File: config.mk
export PLATFORM = sky130hd
export DESIGN_NAME = ssc_device_flat
export DESIGN_NICKNAME = d
export VERILOG_FILES = /design/src/ssc_pkg.sv /design/src/ssc_link_if.sv /design/src/ssc_device.sv /design/src/flat_wrapper.sv
export VERILOG_INCLUDE_DIRS = /design/src
export SDC_FILE = /design/constraint.sdc
export NUM_CORES = 1
export LEC_CHECK = 0
export BUFFER_PORTS_ARGS = -buffer_cell sky130_fd_sc_hd__buf_2
export CAP_MARGIN = 20
export CORE_MARGIN = 5
export CORE_UTILIZATION = 40
export CTS_CLUSTER_SIZE = 8
export DETAILED_ROUTE_END_ITERATION = 16
export GPL_TIMING_DRIVEN = 0
export SYNTH_ARGS = -nofsm -noshare
export SYNTH_HDL_FRONTEND = slang
export SYNTH_SLANG_ARGS = --single-unit
File: constraint.sdc
create_clock -name clk -period 7.28 [get_ports clk]
set_input_delay 1.456 -clock clk [delete_from_list [all_inputs] [get_ports clk]]
set_output_delay 1.456 -clock clk [all_outputs]
set_load 0.01 [all_outputs]
File: src/ssc_defs.svh
// Constants for the serial synthesizer control register bank.
`ifndef SSC_DEFS_SVH
`define SSC_DEFS_SVH

// ----------------------------------------------------------------------------
// Serial word layout
// ----------------------------------------------------------------------------
`define SSC_WORD_W 24
`define SSC_SEL_MSB 2
`define SSC_SEL_CHANNEL 3'h0
`define SSC_SEL_MODREF 3'h1
`define SSC_SEL_PHASE 3'h2
`define SSC_SEL_FUNCTION 3'h3
`define SSC_SEL_TIMER 3'h4
`define SSC_SEL_POWERDOWN 3'h5
`define SSC_SEL_OUTSEL 3'h6
`define SSC_SEL_TEST 3'h7

// Channel word fields.
`define SSC_CH_RSVD_BIT 23
`define SSC_CH_INT_MSB 22
`define SSC_CH_INT_LSB 15
`define SSC_CH_FRACTION_NUMERATOR_MSB 14
`define SSC_CH_FRACTION_NUMERATOR_LSB 3

// Modulus and reference word fields.
`define SSC_MR_BOOST_BIT 23
`define SSC_MR_HALF_BIT 22
`define SSC_MR_RSVD_BIT 21
`define SSC_MR_PRESC_BIT 20
`define SSC_MR_DBL_BIT 19
`define SSC_MR_RDIV_MSB 18
`define SSC_MR_RDIV_LSB 15
`define SSC_MR_MOD_MSB 14
`define SSC_MR_MOD_LSB 3

// Phase word and fast-lock timer word fields.
`define SSC_PH_MSB 14
`define SSC_PH_LSB 3
`define SSC_TM_CNT_MSB 13
`define SSC_TM_CNT_LSB 5
`define SSC_TM_SEL_MSB 4
`define SSC_TM_SEL_LSB 3
`define SSC_TM_SEL_PUMP 2'h2
`define SSC_TM_SEL_SW_AB 2'h1
`define SSC_TM_SEL_SW_C 2'h0

// ----------------------------------------------------------------------------
// Legal ranges, reset values and timing
// ----------------------------------------------------------------------------
`define SSC_INT_MIN 8'h1A
`define SSC_RDIV_MIN 4'h1
`define SSC_MOD_MIN 12'h00D
`define SSC_MOD_RESET 12'hFFF
`define SSC_RDIV_RESET 4'h1
`define SSC_INT_RESET 8'h1A
`define SSC_CELLS_MAX 7'h40
`define SSC_CELLS_MIN 7'h01
`define SSC_TIMER_PRESCALE 2'h3
`define SSC_CLK_NS 50
`define SSC_SCLK_HALF_NS 200
`define SSC_SCLK_HALF_CYC ((`SSC_SCLK_HALF_NS + `SSC_CLK_NS - 1) / `SSC_CLK_NS)

`endif

File: src/ssc_pkg.sv
// Types shared by both ends of the serial synthesizer control link.
`default_nettype none
package ssc_pkg;

	// ------------------------------------------------------------------------
	// Host sequencer states
	// ------------------------------------------------------------------------
	typedef enum logic [4:0] {
		SSC_H_IDLE = 5'h01,
		SSC_H_LOW = 5'h02,
		SSC_H_HIGH = 5'h04,
		SSC_H_GAP = 5'h08,
		SSC_H_STROBE = 5'h10
	} ssc_host_state_t;

endpackage
`default_nettype wire

File: src/ssc_link_if.sv
// Three-wire serial link between host and synthesizer control bank.
`timescale 1ns/1ps
`default_nettype none
interface ssc_link_if;
	logic sclk;
	logic sdata;
	logic load_strobe;

	modport host (
		output sclk,
		output sdata,
		output load_strobe
	);

	modport device (
		input sclk,
		input sdata,
		input load_strobe
	);
endinterface
`default_nettype wire

File: src/ssc_device.sv
// Device end: serial register bank, double buffering and fast-lock timing.
//
// Notes on behaviour
// - Shift 24 bits MSB first on clock rise.
// - Strobe rise copies word to selected register.
// - Select 000 writes the channel word.
// - Select 001 writes modulus and reference word.
// - Next phase-detector tick loads divider values.
// - Same tick starts fast lock, pump maximum.
// - Three filter switches close, open on timeouts.
// - Host needs only channel writes per hop.
// - Modulus, reference, phase settings wait for channel.
// - Host writes channel word top bit zero.
// - Integer field only 26 to 255.
// - Fraction feeds modulator, below the modulus.
// - Boost bit raises pump current 25 percent.
// - Half-rate bit halves phase-detector clock.
// - Host writes modulus word bit 21 zero.
// - Doubler bit doubles reference before divider.
// - Reference divider only 1 to 15.
// - Modulus only 13 to 4095.
// - Pump steps 64 down to 1 over six.
// - Timeout counters tick at quarter detector rate.
`timescale 1ns/1ps
`default_nettype none
`include "ssc_defs.svh"
module ssc_device
	import ssc_pkg::*;
(
	input wire logic clk,
	input wire logic rst_n,
	ssc_link_if.device link,
	input wire logic reference_input,
	output logic [7:0] int_value,
	output logic [11:0] fraction_numerator,
	output logic [11:0] fraction_modulus,
	output logic [3:0] ref_divider,
	output logic half_rate,
	output logic doubler_on,
	output logic prescaler_sel,
	output logic pump_boost,
	output logic [11:0] phase_seed,
	output logic divider_load,
	output logic pfd_tick,
	output logic [6:0] pump_cells,
	output logic filter_switch_a,
	output logic filter_switch_b,
	output logic filter_switch_c,
	output logic fastlock_active,
	output logic [15:0] function_word,
	output logic [7:0] powerdown_word,
	output logic [15:0] output_select_word,
	output logic [15:0] test_word
);

	// ------------------------------------------------------------------------
	// Pin synchronisers and edge detection
	// ------------------------------------------------------------------------
	logic [2:0] sclk_sy_q, le_sy_q, ref_sy_q;
	logic [1:0] sdat_sy_q;

	// The first stage of each chain is read only by the second stage.
	always_ff @(posedge clk or negedge rst_n) begin
		if (!rst_n) begin
			sclk_sy_q <= 3'h0;
			le_sy_q <= 3'h0;
			ref_sy_q <= 3'h0;
			sdat_sy_q <= 2'h0;
		end else begin
			sclk_sy_q <= {sclk_sy_q[1:0], link.sclk};
			le_sy_q <= {le_sy_q[1:0], link.load_strobe};
			ref_sy_q <= {ref_sy_q[1:0], reference_input};
			sdat_sy_q <= {sdat_sy_q[0], link.sdata};
		end
	end

	logic sclk_rise, le_rise, ref_rise, ref_fall;
	assign sclk_rise = sclk_sy_q[1] && !sclk_sy_q[2];
	assign le_rise = le_sy_q[1] && !le_sy_q[2];
	assign ref_rise = ref_sy_q[1] && !ref_sy_q[2];
	assign ref_fall = !ref_sy_q[1] && ref_sy_q[2];

	// ------------------------------------------------------------------------
	// Shift register and register decode
	// ------------------------------------------------------------------------
	logic [`SSC_WORD_W-1:0] shift_q;
	logic [2:0] sel;
	logic wr_chan, wr_modref;

	// Data and clock share one synchroniser depth, so the bit stays aligned.
	always_ff @(posedge clk or negedge rst_n) begin
		if (!rst_n) begin
			shift_q <= '0;
		end else if (sclk_rise) begin
			shift_q <= {shift_q[`SSC_WORD_W-2:0], sdat_sy_q[1]};
		end
	end

	assign sel = shift_q[`SSC_SEL_MSB:0];
	assign wr_chan = le_rise && (sel == `SSC_SEL_CHANNEL);
	assign wr_modref = le_rise && (sel == `SSC_SEL_MODREF);

	// Shadow copies of the buffered words, plus words used as written.
	logic [`SSC_WORD_W-1:0] chan_sh_q, modref_sh_q;
	logic [11:0] phase_sh_q;
	logic [8:0] to_pump_q, to_ab_q, to_c_q;

	always_ff @(posedge clk or negedge rst_n) begin
		if (!rst_n) begin
			chan_sh_q <= '0;
			modref_sh_q <= '0;
			phase_sh_q <= 12'h000;
			function_word <= 16'h0000;
			powerdown_word <= 8'h00;
			output_select_word <= 16'h0000;
			test_word <= 16'h0000;
			to_pump_q <= 9'h000;
			to_ab_q <= 9'h000;
			to_c_q <= 9'h000;
		end else if (le_rise) begin
			case (sel)
				`SSC_SEL_CHANNEL: begin
					chan_sh_q <= shift_q;
				end
				`SSC_SEL_MODREF: begin
					modref_sh_q <= shift_q;
				end
				`SSC_SEL_PHASE: begin
					phase_sh_q <= shift_q[`SSC_PH_MSB:`SSC_PH_LSB];
				end
				`SSC_SEL_FUNCTION: begin
					function_word <= shift_q[15:0];
				end
				`SSC_SEL_TIMER: begin
					case (shift_q[`SSC_TM_SEL_MSB:`SSC_TM_SEL_LSB])
						`SSC_TM_SEL_PUMP: to_pump_q <= shift_q[`SSC_TM_CNT_MSB:`SSC_TM_CNT_LSB];
						`SSC_TM_SEL_SW_AB: to_ab_q <= shift_q[`SSC_TM_CNT_MSB:`SSC_TM_CNT_LSB];
						`SSC_TM_SEL_SW_C: to_c_q <= shift_q[`SSC_TM_CNT_MSB:`SSC_TM_CNT_LSB];
						default: begin
						end
					endcase
				end
				`SSC_SEL_POWERDOWN: begin
					powerdown_word <= shift_q[7:0];
				end
				`SSC_SEL_OUTSEL: begin
					output_select_word <= shift_q[15:0];
				end
				default: begin
					test_word <= shift_q[15:0];
				end
			endcase
		end
	end

	// ------------------------------------------------------------------------
	// Applied settings
	// ------------------------------------------------------------------------
	// Buffered reference, modulus and phase settings go live when the channel
	// write completes; writes in between only touch the shadows.
	always_ff @(posedge clk or negedge rst_n) begin
		if (!rst_n) begin
			fraction_modulus <= `SSC_MOD_RESET;
			ref_divider <= `SSC_RDIV_RESET;
			half_rate <= 1'b0;
			doubler_on <= 1'b0;
			prescaler_sel <= 1'b0;
			pump_boost <= 1'b0;
			phase_seed <= 12'h000;
		end else if (wr_chan) begin
			fraction_modulus <= modref_sh_q[`SSC_MR_MOD_MSB:`SSC_MR_MOD_LSB];
			ref_divider <= modref_sh_q[`SSC_MR_RDIV_MSB:`SSC_MR_RDIV_LSB];
			half_rate <= modref_sh_q[`SSC_MR_HALF_BIT];
			doubler_on <= modref_sh_q[`SSC_MR_DBL_BIT];
			prescaler_sel <= modref_sh_q[`SSC_MR_PRESC_BIT];
			pump_boost <= modref_sh_q[`SSC_MR_BOOST_BIT];
			phase_seed <= phase_sh_q;
		end
	end

	// ------------------------------------------------------------------------
	// Reference path: doubler, divider, half-rate stage, timer prescaler
	// ------------------------------------------------------------------------
	logic ref_tick, rdiv_tick, timer_tick;
	logic [3:0] rcnt_q;
	logic half_tgl_q;
	logic [1:0] pre_q;

	assign ref_tick = ref_rise || (doubler_on && ref_fall);
	assign rdiv_tick = ref_tick && (rcnt_q + 4'h1 >= ref_divider);
	assign pfd_tick = rdiv_tick && (!half_rate || half_tgl_q);
	assign timer_tick = pfd_tick && (pre_q == `SSC_TIMER_PRESCALE);

	// A zero divider acts as divide by one rather than stalling the loop.
	always_ff @(posedge clk or negedge rst_n) begin
		if (!rst_n) begin
			rcnt_q <= 4'h0;
			half_tgl_q <= 1'b0;
			pre_q <= 2'h0;
		end else begin
			if (ref_tick) begin
				rcnt_q <= rdiv_tick ? 4'h0 : rcnt_q + 4'h1;
			end
			if (rdiv_tick) begin
				half_tgl_q <= !half_tgl_q;
			end
			if (pfd_tick) begin
				pre_q <= pre_q + 2'h1;
			end
		end
	end

	// ------------------------------------------------------------------------
	// Divider update
	// ------------------------------------------------------------------------
	logic pending_q, apply;
	assign apply = pfd_tick && pending_q;

	// A new channel write in the applying cycle keeps the request alive.
	always_ff @(posedge clk or negedge rst_n) begin
		if (!rst_n) begin
			pending_q <= 1'b0;
		end else begin
			pending_q <= wr_chan || (pending_q && !pfd_tick);
		end
	end

	always_ff @(posedge clk or negedge rst_n) begin
		if (!rst_n) begin
			int_value <= `SSC_INT_RESET;
			fraction_numerator <= 12'h000;
			divider_load <= 1'b0;
		end else begin
			divider_load <= apply;
			if (apply) begin
				int_value <= chan_sh_q[`SSC_CH_INT_MSB:`SSC_CH_INT_LSB];
				fraction_numerator <= chan_sh_q[`SSC_CH_FRACTION_NUMERATOR_MSB:`SSC_CH_FRACTION_NUMERATOR_LSB];
			end
		end
	end

	// ------------------------------------------------------------------------
	// Fast-lock timers
	// ------------------------------------------------------------------------
	logic [8:0] cnt_pump_q, cnt_ab_q, cnt_c_q;
	logic pump_hold_q;

	// Each timer counts down on the quarter-rate tick; expiry at one or zero.
	always_ff @(posedge clk or negedge rst_n) begin
		if (!rst_n) begin
			cnt_pump_q <= 9'h000;
			cnt_ab_q <= 9'h000;
			cnt_c_q <= 9'h000;
			pump_hold_q <= 1'b0;
			filter_switch_a <= 1'b0;
			filter_switch_b <= 1'b0;
			filter_switch_c <= 1'b0;
		end else if (apply) begin
			cnt_pump_q <= to_pump_q;
			cnt_ab_q <= to_ab_q;
			cnt_c_q <= to_c_q;
			pump_hold_q <= 1'b1;
			filter_switch_a <= 1'b1;
			filter_switch_b <= 1'b1;
			filter_switch_c <= 1'b1;
		end else if (timer_tick) begin
			if (cnt_pump_q != 9'h000) cnt_pump_q <= cnt_pump_q - 9'h001;
			if (cnt_ab_q != 9'h000) cnt_ab_q <= cnt_ab_q - 9'h001;
			if (cnt_c_q != 9'h000) cnt_c_q <= cnt_c_q - 9'h001;
			if (cnt_pump_q <= 9'h001) pump_hold_q <= 1'b0;
			if (cnt_ab_q <= 9'h001) begin
				filter_switch_a <= 1'b0;
				filter_switch_b <= 1'b0;
			end
			if (cnt_c_q <= 9'h001) filter_switch_c <= 1'b0;
		end
	end

	// Binary ramp: halve the active cells once per timer tick after expiry.
	always_ff @(posedge clk or negedge rst_n) begin
		if (!rst_n) begin
			pump_cells <= `SSC_CELLS_MIN;
		end else if (apply) begin
			pump_cells <= `SSC_CELLS_MAX;
		end else if (timer_tick && !pump_hold_q && pump_cells > `SSC_CELLS_MIN) begin
			pump_cells <= {1'b0, pump_cells[6:1]};
		end
	end

	assign fastlock_active = pump_hold_q || (pump_cells != `SSC_CELLS_MIN)
		|| filter_switch_a || filter_switch_c;

endmodule
`default_nettype wire

File: src/flat_wrapper.sv
// flat-port wrapper written by rule: the top's interface ports become plain ports
module ssc_device_flat import ssc_pkg::*;
  (clk, rst_n, reference_input, int_value, fraction_numerator, fraction_modulus, ref_divider, half_rate, doubler_on, prescaler_sel, pump_boost, phase_seed, divider_load, pfd_tick, pump_cells, filter_switch_a, filter_switch_b, filter_switch_c, fastlock_active, function_word, powerdown_word, output_select_word, test_word, link_sclk, link_sdata, link_load_strobe);
  ssc_link_if link_i ();
  input wire logic clk;
  input wire logic rst_n;
  input wire logic reference_input;
  output logic [7:0] int_value;
  output logic [11:0] fraction_numerator;
  output logic [11:0] fraction_modulus;
  output logic [3:0] ref_divider;
  output logic half_rate;
  output logic doubler_on;
  output logic prescaler_sel;
  output logic pump_boost;
  output logic [11:0] phase_seed;
  output logic divider_load;
  output logic pfd_tick;
  output logic [6:0] pump_cells;
  output logic filter_switch_a;
  output logic filter_switch_b;
  output logic filter_switch_c;
  output logic fastlock_active;
  output logic [15:0] function_word;
  output logic [7:0] powerdown_word;
  output logic [15:0] output_select_word;
  output logic [15:0] test_word;
  input wire logic [$bits(link_i.sclk)-1:0] link_sclk;
  input wire logic [$bits(link_i.sdata)-1:0] link_sdata;
  input wire logic [$bits(link_i.load_strobe)-1:0] link_load_strobe;
  assign link_i.sclk = link_sclk;
  assign link_i.sdata = link_sdata;
  assign link_i.load_strobe = link_load_strobe;
  ssc_device u_core (.clk(clk), .rst_n(rst_n), .link(link_i), .reference_input(reference_input), .int_value(int_value), .fraction_numerator(fraction_numerator), .fraction_modulus(fraction_modulus), .ref_divider(ref_divider), .half_rate(half_rate), .doubler_on(doubler_on), .prescaler_sel(prescaler_sel), .pump_boost(pump_boost), .phase_seed(phase_seed), .divider_load(divider_load), .pfd_tick(pfd_tick), .pump_cells(pump_cells), .filter_switch_a(filter_switch_a), .filter_switch_b(filter_switch_b), .filter_switch_c(filter_switch_c), .fastlock_active(fastlock_active), .function_word(function_word), .powerdown_word(powerdown_word), .output_select_word(output_select_word), .test_word(test_word));
endmodule
Yosys cells after proc, flatten, opt, wreduce, memory -nomap -nowiden
Index checks and enable logic that the tools add are counted.
{"block": "classes", "n_eq_ne": 10, "muxes": 21, "bitwise_logic": 1, "magnitude_cmp": 5, "reduce_logical": 57, "n_addsub": 5}
{"operator": "$mux 9", "count": 9}
{"operator": "$le 9x1->1 const B", "count": 3}
{"operator": "$reduce_bool 9->1", "count": 3}
{"operator": "$sub 9x1->9 const B", "count": 3}
{"operator": "$reduce_and 2->1", "count": 13}
{"operator": "$reduce_bool 2->1", "count": 8}
{"operator": "$mux 7", "count": 2}
{"operator": "$logic_and 1x1->1", "count": 13}
{"operator": "$eq 3x3->1 const B", "count": 3}
{"operator": "$mux 1", "count": 9}
{"operator": "$reduce_and 3->1", "count": 3}
{"operator": "$logic_not 1->1", "count": 8}
{"operator": "$gt 7x1->1 const B", "count": 1}
{"operator": "$ne 7x1->1 const B", "count": 1}
{"operator": "$reduce_or 7->1", "count": 1}
{"operator": "$eq 3x2->1 const B", "count": 2}
{"operator": "$logic_or 1x1->1", "count": 6}
{"operator": "$add 4x1->4 const B", "count": 1}
{"operator": "$eq 2x2->1 const B", "count": 2}
{"operator": "$ge 4x4->1", "count": 1}
{"operator": "$mux 4", "count": 1}
{"operator": "$eq 3x1->1 const B", "count": 1}
{"operator": "$logic_not 3->1", "count": 1}
{"operator": "$add 2x1->2 const B", "count": 1}
{"operator": "other kinds (3)", "count": 3}
{"block": "word_totals", "ff_bits": 275, "out_inout_bits": 121}

Depth between registers and ports, before layout
Gate-level depths: netlist (run 1).
{"block": "depth", "ltp_word": 11, "depth_mapped": 12}

Worst setup path after synthesis (run 1)
OpenSTA, ideal clock, no wires.
{"block": "synth_path", "path_kind": "register to output", "start": "reg u_core.rcnt_q[0]", "end": "out pfd_tick", "path_buffers": 0, "t_arrival_ps": 1921, "path_slack_ps": 3903, "path_stages_with_launch": 7, "required_time_ps": 5824, "cell_sequence": "dfrtp_1 > ha_1 > xor2_1 > ha_1 > o21a_1 > nor2_1 > a2111oi_2"}
{"block": "synth_between", "elab_chain_len": 4}
{"element": "start: declaration", "line": "ssc_device.sv:185", "text": "logic [3:0] rcnt_q;"}
{"element": "start signal: assignment", "line": "ssc_device.sv:202", "text": "rcnt_q <= rdiv_tick ? 4'h0 : rcnt_q + 4'h1;"}
{"element": "$add 4x1->4", "line": "ssc_device.sv:190", "text": "assign rdiv_tick = ref_tick && (rcnt_q + 4'h1 >= ref_divider);"}
{"element": "$ge 4x4->1", "line": "ssc_device.sv:190"}
{"element": "$logic_and 1x1->1", "line": "ssc_device.sv:190"}
{"element": "$logic_and 1x1->1", "line": "ssc_device.sv:191", "text": "assign pfd_tick = rdiv_tick && (!half_rate || half_tgl_q);"}
{"element": "end: declaration", "line": "flat_wrapper.sv:18", "text": "output logic pfd_tick;"}
No other way between the ends.

Worst setup path in the final report (run 1)
Ends and elaborated chain as after synthesis.

==> results of run 1 <==
-- routing by layer --
metal  GRT usage [%]  wire [um]  part of all wire (%)  vias to the layer above
met3           4.545       1411                   5.9                       37
li1                -          -                     -                     3138
met5               0          0                     0                        -
met1           21.74      10690                    45                     3289
met2           26.31      11270                    47                      131
met4           3.992        383                   1.6                        0
-- worst max path at each step --
stage                                 from                 end  slack, ps  depth (start not counted)
after global routing      u_core.rcnt_q[0]            pfd_tick       2790                          7
after detailed placement  u_core.rcnt_q[0]            pfd_tick       3480                          7
after global placement               rst_n  u_core.ref_sy_q[1]       -220                          1
after CTS                 u_core.rcnt_q[0]            pfd_tick       2930                          7
final                     u_core.rcnt_q[0]            pfd_tick       2950                          7
after floorplan           u_core.rcnt_q[0]            pfd_tick       3900                          6
-- final cells by class --
| type | instances | area (um2) | share of cell area (%) |
|---|---|---|---|
| clock inverters | 3 | 55.05 | 0.4228 |
| flip-flops and latches | 268 | 6728 | 51.67 |
| plain buffers | 45 | 212.7 | 1.634 |
| repair buffers | 130 | 705.7 | 5.419 |
| well taps | 341 | 426.7 | 3.277 |
| inverters | 14 | 52.55 | 0.4036 |
| multi-input cells | 480 | 3772 | 28.97 |
| clock buffers | 58 | 1069 | 8.206 |
-- through the flow --
stage	util, %	power [W]	instances
4_1_cts	48.70	0.004980	1338
3_5_place_dp	44.50	0.003284	1277
2_1_floorplan	-	0.002808	807
5_1_grt	48.72	0.005207	1339
3_3_place_gp	44.24	0.003252	1274
6_report	48.72	0.004899	1339
-- worst max-delay path, cell delays in order (launching register included) --
cell       delay [ps]
dfrtp_1           420
ha_1              250
xor2_1            160
ha_1              280
o21a_1            100
nor2_1             80
a2111oi_2         770
buf_2             290
-- Yosys cell counts, types with 2 or more instances --
master	n
dfrtp_1	251
mux2_2	182
nand2_1	106
nor2_1	33
clkbuf_1	30
o21ai_0	24
dfstp_2	17
inv_1	14
xor2_1	13
ha_1	12
or2_2	11
nand3_1	10
xnor2_1	9
a21oi_1	7
nor3_1	7
nor4_1	7
buf_4	6
mux2i_1	6
nor2b_1	5
buf_2	4
nor3b_1	4
o21ai_1	4
a22o_1	3
a31oi_1	3
nand3b_1	3
nand4_1	3
a2111oi_2	2
and3_1	2
buf_1	2
buf_6	2
o311ai_0	2
o31ai_1	2
or4_1	2
or4_4	2
-- flip-flops by register name (all words and copies together), names as in the netlist, 12 cells and up --
name,count
u_core.chan_sh_q,20
u_core.fraction_modulus,12
u_core.fraction_numerator,12
u_core.function_word,16
u_core.modref_sh_q,20
u_core.output_select_word,16
u_core.phase_seed,12
u_core.phase_sh_q,12
u_core.shift_q,24
u_core.test_word,16
-- logic make-up after synthesis --
kind of cell | after synthesis | synth area share, %
flops | 268 | 62.49
compound gates | 54 | 3.324
mux | 188 | 19.60
fa+ha+maj | 12 | 1.395
simple gates | 204 | 8.938
xor+xnor | 22 | 1.790
buf+inv | 59 | 2.464
-- power by group through the flow --
| stage | Sequential (W) | Clock [W] | Combinational, W |
|---|---|---|---|
| 2_1_floorplan | 0.00218 | 0 | 0.000632 |
| 3_3_place_gp | 0.00215 | 0 | 0.00110 |
| 3_5_place_dp | 0.00216 | 0 | 0.00112 |
| 4_1_cts | 0.00214 | 0.00171 | 0.00113 |
| 5_1_grt | 0.00219 | 0.00178 | 0.00123 |
| 6_report | 0.00214 | 0.00166 | 0.00110 |
==> results summary, run 1 <==
The flow ran to the end, and the final reports show no timing, DRC or antenna violations. The area inside the core boundary is 0.02673 mm2. The number of flops mapped to enable cells by yosys is 0.

The dominant synthesized flop cell is dfrtp_1. The number of antenna diodes in the final layout is 0. 127 I/O pins were placed. The largest area contributor in the netlist is dfrtp_1.

The signal arrival time at the worst endpoint is 2870 ps. The number of buffers inserted to repair setup after CTS came out at 0. The weighted congestion at the end of routability-driven global placement is 0.7662. The number of gates resized after CTS was 0. The total count of max-transition violations in the final report is 0. For this run, design rule violations remaining after detail routing come to 0.

The number of iterations in the first detailed-routing pass is 4. The post-route minimum period came out at between 4000 and 5000 ps. The initialized floorplan defines 60 standard-cell rows. The library cells used most frequently in the layout, excluding fill and tap cells, are dfrtp_1, mux2_2, buf_2, nand2_1, clkbuf_1. Combinational logic burns around 23% of the power. The die area is a little over 0.03 mm2.

The average vias per placed instance came out at roughly 4.9. The setup check on the worst reg-to-reg path leaves a slack of about 4100 ps. The cell count of the worst reg-to-reg path is 11. Data on the critical path is required at its endpoint by roughly 5800 ps. The fraction of power spent switching nets came out at between 30% and 40%. The final-stage net count came out at between 900 and 1,000.

The sequential-to-total area share from yosys stat is ~62%. The die boundary width came out at about 170 um. Setup repair after global routing left no endpoint under its margin.

The static leakage power is 6.474 nW. The placement-stage worst setup slack is between 3000 and 4000 ps. The startpoint kind of the worst setup timing path is a register. VDD sags by at most between 0.2 and 0.25 mV. TritonCTS built the clock tree. The number of global-route vias before repair came out at slightly above 7,000.

The number of instances in the synthesized netlist is 807. The standard cell area after detailed placement is approximately 0.012 mm2. The internal portion of the total power is between 0.003 and 0.004 W. The synthesized area per cell came out at around 13 um2. Of all flip-flops after synthesis, the portion carrying an async set or reset was 100.0%. In the final routed layout, each cell accounts on average for 17.74 um. The startpoint identified for the worst register-to-register timing path is u_core.rcnt_q[0]. The clock power share came out at roughly a third. The peak clock frequency supported by timing came out at between 0.2 and 0.25 GHz. The part of the cycle the worst path needs is about three fifths.

STA classifies the critical path endpoint as a primary output. The global-route usage over all layers came out at between 15 and 20%. The cell area after synthesis came out at between 0.01 and 0.015 mm2.

The initial utilization of the core area, before any placement, comes to 40.28%. The slack of the critical path is 2954 ps. Across all layers, the routed design uses between 6,000 and 7,000 vias. The number of distinct library cell variants in the gate-level netlist after synthesis came out at 51. The worst hold path endpoint is u_core.ref_sy_q[1].

The number of setup violations in the final report is 0. The post-route cell area is between 0.01 and 0.015 mm2. The remaining antenna violation count after routing came out at 0. The maximum fanout along the worst path is 8. The part of the power in registers came out at between 40% and 50%. The min-delay analysis places its worst path in the category reg -> reg.

Counting the buffers created by CTS gives 39. The number of design-rule violations left by the first detailed-router iteration is 280. The half-perimeter wire length after placement came out at about 16,000 um. The residual overflow from global routing is 0. The worst-skew pair later-pin latency is between 500 and 600 ps. The post-synth net total is around 830.

For this design the total switching power over the nets is about 0.0015 W. The end of the worst register-to-register path is u_core.fraction_numerator[5]. The setup TNS after final layout is 0 ps. The area added between synthesis and finish came out at 20.96%. The cell sitting at the root of the clock tree is a clkbuf_16. The critical path is of the reg -> out type.

The count of clock tree sinks is approximately 270. The number of maximum-capacitance violations is 0. The clock-pin slew reported for the worst setup and hold paths after clock tree synthesis is 50 ps. The count of hold-fix buffers inserted at cts came out at 0. In this run the tightest slew margin relative to its limit is 40.78%. The final hold slack came out at roughly 340 ps. Sorting the synthesized cells by area gives the leading types as dfrtp_1, mux2_2, dfstp_2, nand2_1, ha_1. In this run the most critical hold path is launched from u_core.ref_sy_q[0]. The global-route wire length before repair is 39,920 um. After synthesis the netlist holds a flip-flop and latch count of 268.

The number of port buffers came out at roughly 130. The number of inserted filler cells in the final layout came out at around 2,400. The pin count of the biggest net entering global routing came out at 117. CTS built an H-tree with a depth of 2. The share of synthesized area in the top cell type comes to 58.34%.

The Yosys warning count came out at 0. The total power per unit cell area is between 300 and 400 mW/mm2. The floorplan step set the die height to around 170 um.

The total detailed-routing wirelength is around 24,000 um. The number of hold-slack violations in the final timing report came to 0. The clock passes through at most 3 buffers. The fraction of layout cells with a size suffix above 1 came out at between 40 and 50%. The library cell used most frequently in the layout, excluding fill and tap cells, is dfrtp_1. The worst setup skew after layout came out at around 17 ps. At the pin with the least slew margin, the transition time is 886.6 ps.

The initial antenna violation count is 0. The cell count of the worst hold path is 0.
Note: power is estimated with default switching activity, not from simulation.
==> inputs of run 2 (changes only) <==
--- a/config.mk
+++ b/config.mk
@@ -6,6 +6,7 @@
 export SDC_FILE = /design/constraint.sdc
 export NUM_CORES = 1
 export LEC_CHECK = 0
+export ABC_AREA = 1
 export BUFFER_PORTS_ARGS = -buffer_cell sky130_fd_sc_hd__buf_2
 export CAP_MARGIN = 20
 export CORE_MARGIN = 5
==> constraint.sdc (replaced) <==
create_clock -name clk -period 4.05 [get_ports clk]
set_input_delay 0.81 -clock clk [delete_from_list [all_inputs] [get_ports clk]]
set_output_delay 0.81 -clock clk [all_outputs]
set_load 0.01 [all_outputs]
==> run 2 against run 1 <==
Net effect: register-to-register slack got worse by 2300 ps; sequential cell count unchanged; routed wire length increased by 11%; global-route usage grew 1.4 points; sequential power increased by 64%; combinational power rose by 95%; first-iteration DRC count grew 79%; cell count up 23%; critical path type unchanged; largest power group unchanged; highest routed layer unchanged.
==> results summary, run 2 <==
The run finished with clean final reports. STA classifies the critical path endpoint as a primary output. The type of the tightest min-delay check is in -> async. The synthesized area per cell came out at between 9 and 10 um2. Wires add up to 26,470 um. Among all cell types in the netlist, the one instantiated most often is nand2_1. The post-synth net total is between 1,000 and 1,500. Synthesis produced 1,125 cells. For the final database, setup skew stands at between 10 and 15 ps. The slack of the critical path is a little over 900 ps. The transition time at the pin with the least slew margin came out at ~750 ps. Setup repair after global routing left no endpoint under its margin. The peak supply drop is roughly 0.35 mV. Setup violations remaining at the end of the flow were counted as 0.

The area added between synthesis and finish came out at 20.21%. The fraction of layout cells with a size suffix above 1 came out at about 22%. met2 is the most crowded layer.

In this design, the stage delay of the slowest critical-path cell is 420 ps. The area inside the core boundary is between 0.02 and 0.03 mm2. Buffers inserted to repair hold after CTS numbered 0. The first global-routing pass estimated about 44,000 um of wire. The die boundary width came out at around 180 um. Leaving out fill and tap cells, the most frequent cells in the layout are nand2_1, dfrtp_1, buf_2, o21ai_0, o21ai_1. The number of standard-cell rows in the floorplan is 60. In this run the critical register-to-register path is launched from u_core.rcnt_q[0]. The peak clock frequency supported by timing came out at between 0.3 and 0.4 GHz.

The worst-skew pair later-pin latency came out at ~500 ps. The critical path is of the reg -> out type. The half-perimeter wire length after placement came out at between 15,000 and 20,000 um. The largest individual stage delay along the critical path comes from the cell dfrtp_1. The total of flip-flops plus latches after synthesis came out at about 270. The count of clock tree sinks is about 270. The first detailed-routing pass ran for 5 iterations. TritonCTS built the clock tree.

The sequential-to-total area share from yosys stat came out at between 60% and 70%. Yosys mapped the design onto 39 distinct sky130hd cell types. Yosys attributes the largest share of cell area to dfrtp_1, nand2_1, dfstp_2, o21ai_0, o21ai_1. The average vias per placed instance is approximately 4.8.

The worst setup path is launched from a register. The worst slew margin relative to its limit came out at between 50% and 60%. After clock tree synthesis, the setup repair step added 0 buffers. The most common cell after layout, fill and taps aside is nand2_1.

The level count of the clock H-tree came out at 2. The post-detailed-route wirelength per cell is approximately 16 um. The number of ports placed on the die boundary came out at about 130. The pin count of the biggest net entering global routing is roughly 100. The number of global-route vias before repair came out at around 8,100. The clock-pin slew reported for the worst setup and hold paths after clock tree synthesis is ~50 ps. After synthesis, the most frequently instantiated cells are nand2_1, dfrtp_1, o21ai_0. The synthesized design spends more area on one cell type than any other, namely dfrtp_1.

The number of design-rule violations left by the first detailed-router iteration came out at 501. The static leakage power came out at approximately 6.7 nW. The number of flip-flops under the largest register name came out at 24. The worst register-to-register path ends at u_core.int_value[6]. The routing usage on met1 is approximately a quarter. The placement-stage worst setup slack is approximately 1400 ps. The total inserted antenna cells came out at 0. The area share of the largest cell type after synthesis came out at around 58%. Setup slack on the worst reg-to-reg path comes out at 1700 ps. For this run, the total global-route usage over all layers was measured as 17.63%. The part of the cycle the worst path needs is ~77%. Hold timing on the final database bottoms out at a slack of about 280 ps. The post-cts gate resize count came out at 0. The die area is slightly above 0.03 mm2. The residual overflow from global routing came out at 0. The register with the most flip-flops in the final layout is u_core.shift_q. Among cell families on the critical path, the largest total delay comes from adder cells. The maximum buffer depth of the clock tree is 3.

The number of port buffers came out at approximately 130. CTS placed an instance of clkbuf_16 at the clock tree root. The weighted congestion at the end of routability-driven global placement came out at ~0.8. The worst path needs 3134 ps of the cycle, external delays included. Once the floorplan was initialized, standard cells occupied approximately 40% of the core. For met3 alone, demand over resource in global routing was 3.959%. The initial antenna violation count came out at 0.

STA puts the critical path data arrival time at 2320 ps. The number of flops mapped to enable cells by yosys came out at 0. The Yosys warning count came out at 0. The final-stage net count came out at approximately 1,300. The CTS buffer count came out at 39. The cell count of the worst reg-to-reg path is 13. The total power per unit cell area came out at around 650 mW/mm2. The remaining design rule violation count is 0. The total count of max-transition violations in the final report is 0. The largest registers in the layout are u_core.shift_q (24), u_core.chan_sh_q (20), u_core.modref_sh_q (20). The routing usage on met2 came out at between 20 and 30%. The signal on the critical path passes through ha_1, xor2_1, ha_1, nand2_1, inv_1, nand2_1, nand3_2, nand3_2, inv_1, buf_2. Across the run, the number of max-cap violations was 0.

Summing every instance area after synthesis gives approximately 0.011 mm2. The floorplan die height came out at between 150 and 200 um. Of all nets on the critical path, the largest fanout is 5. The number of hold-slack violations in the final timing report is 0. The proportion of synthesized flip-flops having asynchronous set or reset came out at between 90% and 100%. In the synthesized netlist the dominant register cell turns out to be dfrtp_1. Counting both buffers and inverters, the worst setup path holds a total of 3. The critical path required time is 3240 ps.

The count of nets left with antenna violations once routing finished came out at 0. Summing over every cut layer, the via total after detailed routing is just under 8,000.
==> run 2: cell count changes after synthesis, moves of 8 or more <==
| cell | delta |
|---|---|
| o21ai_1 | +68 |
| mux2_2 | -158 |
| xnor2_1 | -8 |
| o21ai_0 | +65 |
| clkbuf_1 | -15 |
| nand2_1 | +303 |
| buf_2 | +20 |
| inv_1 | +54 |
==> run 2: per-stage QoR <==
| step | total power (W) | util [%] | area (um2) | TNS (ps) | instances |
|---|---|---|---|---|---|
| 2_1_floorplan | 0.004975 | - | 10920 | 0 | 1125 |
| 3_3_place_gp | 0.005660 | 44.43 | 11970 | -711850 | 1592 |
| 5_1_grt | 0.009136 | 48.69 | 13120 | 0 | 1651 |
| 4_1_cts | 0.008663 | 48.69 | 13120 | 0 | 1651 |
| 6_report | 0.008554 | 48.69 | 13120 | 0 | 1651 |
| 3_5_place_dp | 0.005713 | 44.67 | 12040 | 0 | 1594 |
==> run 2: power breakdown <==
part	total (W)	leakage, nW	internal [W]	switching (W)
sequential	0.00350	3.53	0.00318	0.000326
clock	0.00290	0.525	0.00179	0.00111
combinational	0.00215	2.64	0.000818	0.00133
==> run 2: worst max-delay path by stage <==
stage,end,startpoint,depth (start not counted)
2_1_floorplan,pfd_tick,u_core.rcnt_q[0],9
3_3_place_gp,u_core.cnt_ab_q[4],rst_n,1
3_5_place_dp,pfd_tick,u_core.rcnt_q[0],10
4_1_cts,pfd_tick,u_core.rcnt_q[0],10
5_1_grt,pfd_tick,u_core.rcnt_q[0],10
6_report,pfd_tick,u_core.rcnt_q[0],10
==> run 2: layer usage <==
layer | part of all wire (%) | vias to the layer above | routed length (um)
li1 | - | 3914 | -
met5 | 0 | - | 0
met1 | 45 | 3825 | 12010
met4 | 2.3 | 0 | 608
met3 | 5.0 | 46 | 1323
met2 | 47 | 164 | 12540
==> run 2: final cells by class <==
type,count,area [um2]
plain buffers,49,255.2
clock buffers,54,1054
clock inverters,3,30.03
fillers,2537,13830
inverters,76,285.3
multi-input cells,732,3649
flip-flops and latches,268,6728
well taps,341,426.7
repair buffers,128,695.7
==> run 2: cells by family (layout without fill, tap and decap cells) <==
kind of cell / after synthesis / in the layout / synth area share [%]
muxes: 31 / 31 / 3.198
adders and majority gates: 12 / 12 / 1.375
AOI/OAI and AO/OA: 175 / 175 / 8.447
and+or+nand+nor: 495 / 495 / 18.88
xor gates and xnor gates: 19 / 19 / 1.524
DFF: 268 / 268 / 61.63
buffers and inverters: 125 / 310 / 4.951
==> inputs of run 3 (changes only) <==
==> constraint.sdc (replaced) <==
create_clock -name clk -period 2.59 [get_ports clk]
set_input_delay 0.518 -clock clk [delete_from_list [all_inputs] [get_ports clk]]
set_output_delay 0.518 -clock clk [all_outputs]
set_load 0.01 [all_outputs]
==> run 3 against run 2 <==
Net effect: the flow now finishes with violations (negative hold slack); cell area increased by 0.99%; register-to-register slack lost 1500 ps; utilization increased by 0.48 points; critical path type unchanged; largest cell class unchanged; largest power group unchanged.
==> results summary, run 3 (synthesized netlist as in run 2, its figures left out) <==
The total detailed-routing wirelength came out at between 20,000 and 30,000 um. The worst slew margin relative to its limit came out at between 40% and 50%. The total power per unit cell area came out at a little over 1000 mW/mm2. The most critical setup path has its startpoint at u_core.rcnt_q[0].

The number of antenna diodes in the final layout is 0. The launch point of the worst reg-to-reg path is u_core.rcnt_q[0]. The final total power is between 0.01 and 0.015 W.

For the finished layout, the period the worst path requires is between 2000 and 3000 ps. STA classifies the critical path endpoint as a primary output. The cell count of the worst reg-to-reg path is 14. The peak supply drop came out at about 0.55 mV. The checks that failed: negative hold slack. The clock root buffer is clkbuf_16. The remaining design rule violation count is 0. The transition time at the pin with the least slew margin is 758.8 ps.

The area added between synthesis and finish came out at 21.40%. The maximum buffer depth of the clock tree is 3. The worst setup path is of the reg -> out kind. The weighted congestion at the end of routability-driven global placement is ~0.8. Setup repair after global routing could not meet its margin everywhere. The global-route wire length before repair is about 44,000 um. In this run the worst setup path terminates at pfd_tick.

The number of ports placed on the die boundary came out at around 130. Clock-pin slew was measured on the worst setup and hold paths at roughly 50 ps. Clock skew on the completed layout was measured at 14.72 ps. The number of setup violations in the final report is 0. The routed layout has about 8,000 vias.

The count of clock tree sinks is between 200 and 300. The signal arrival time at the worst endpoint came out at between 2000 and 2500 ps. The total count of max-transition violations in the final report came out at 0. The H-tree was split into 2 levels. The reg-to-reg setup timing slack is 200 ps. The residual overflow from global routing is 0. The number of inserted filler cells in the final layout is 2,530. The part of the cycle the worst path needs came out at 99.27%.

The number of standard-cell rows in the floorplan is 60. The average vias per placed instance is 4.808. The first TritonRoute pass finished after 5 iterations. The setup TNS after final layout is 0 ps. The starting density of the core came out at 40.51%. The number of design-rule violations left by the first detailed-router iteration came out at between 500 and 600.

The worst-skew pair later-pin latency came out at between 500 and 600 ps. The largest registers in the layout are u_core.shift_q (24), u_core.chan_sh_q (20), u_core.modref_sh_q (20). Leaving out fill and tap cells, the most frequent cells in the layout are nand2_1, dfrtp_1, buf_2, o21ai_0, o21ai_1. The number of hold-slack violations in the final timing report came out at 10. The remaining antenna violation count after routing is 0. The count of buffers added on input and output ports is approximately 130. After clock tree synthesis, the flow added hold-fix buffers numbering 0. The region available for standard cell placement spans about 0.027 mm2. STA classifies the critical path startpoint as a register.

Cells with a size suffix above 1 make up between 20 and 25% of the layout. The initial antenna violation count is 0. The run finished, with violations left. Counting flops per register, the top entry is u_core.shift_q. TritonCTS built the clock tree. The maximum fanout along the worst path is 3. The type of the tightest min-delay check is in -> async. The final-stage net count came out at approximately 1,300. The register with the most flip-flops in the layout has 24 of them. Max-cap violations in this run came to 0. The most common cell after layout, fill and taps aside is nand2_1.

The worst register-to-register path ends at u_core.int_value[6]. Counting the buffers created by CTS gives 39. The critical path required time came out at a little over 2000 ps. The static leakage power came out at between 6 and 7 nW.

The global-route usage over all layers came out at around 18%. In this run the vertical extent of the chip is 175.2 um. The tightest hold path in the finished design has a slack of -12.55 ps. Based on the critical path, the design can be clocked at up to about 0.39 GHz. The post-detailed-route wirelength per cell is 16.02 um. The half-perimeter wire length after placement is roughly 18,000 um. The number of global-route vias before repair came out at just over 8,000.

The die boundary width is between 150 and 200 um. The pin count of the biggest net entering global routing is approximately 100. The die area came out at a little over 0.03 mm2.
run 3: cell count changes in the layout (fill, tap and decap cells not counted), moves of 2 or more:
cell	change
buf_4	+6
buf_2	-5
clkbuf_4	+4
buf_6	+3
inv_1	-2
nand3_2	-2
nand3_4	+2
xor2_1	-2
xor2_2	+2
run 3: per-layer routing:
| metal | global-route usage [%] | part of all wire [%] |
|---|---|---|
| met1 | 23.76 | 46 |
| met2 | 28.99 | 47 |
| met3 | 3.959 | 4.7 |
| met4 | 5.172 | 2.2 |
| met5 | 0 | 0 |
run 3: worst min-delay path by stage:
stage | start | end | slack, ps | cells after the start
final | rst_n | u_core.modref_sh_q[5] | -10 | 1
after global routing | rst_n | u_core.modref_sh_q[9] | 30 | 1
after CTS | rst_n | u_core.modref_sh_q[5] | 8 | 1
after detailed placement | u_core.sclk_sy_q[0] | u_core.sclk_sy_q[1] | 340 | 0
after global placement | u_core.le_sy_q[0] | u_core.le_sy_q[1] | 340 | 0
after floorplan | rst_n | u_core.chan_sh_q[10] | 220 | 0
run 3: power by group:
part,switching (W),internal (W),total [W]
clock,0.00174,0.00279,0.00453
sequential,0.000502,0.00497,0.00547
combinational,0.00218,0.00147,0.00364
run 3: final cells by class:
cell class	count	area [um2]	share of cell area, %
timing repair buffer	136	762.0	5.750
tap	341	426.7	3.219
clock inverter	3	30.03	0.2266
clock buffer	54	1054	7.949
multi-input combinational	732	3692	27.86
buffer	49	272.8	2.058
sequential	268	6728	50.76
inverter	76	287.8	2.171
run 3: repair_timing:
action                                 in CTS  in global routing
endpoints found under the hold margin       0                  0
resized for setup                          10                  8
buffers inserted                            7                  1
pin swaps                                   6                  2
setup endpoints to repair                   1                 37
run 3: worst max-delay path, stage by stage (launching register included):
cell,delay (ps)
dfrtp_1,390
ha_2,200
xor2_2,150
ha_1,290
nand2_1,60
inv_2,50
nand2_2,50
nand3_4,90
nand3_4,80
inv_4,70
buf_6,90
run 3: stage by stage:
step / instance area (um2) / utilization [%] / worst slack [ps] / instances / hold slack [ps]
after floorplan: 10920 / - / 556.2 / 1125 / 222.4
after global placement: 11970 / 44.43 / -3947 / 1592 / 336.2
after detailed placement: 12040 / 44.67 / 221.6 / 1594 / 336.3
after CTS: 13220 / 49.06 / -13.86 / 1658 / 7.744
after global routing: 13250 / 49.17 / -112.9 / 1659 / 30.10
final: 13250 / 49.17 / 18.97 / 1659 / -12.55
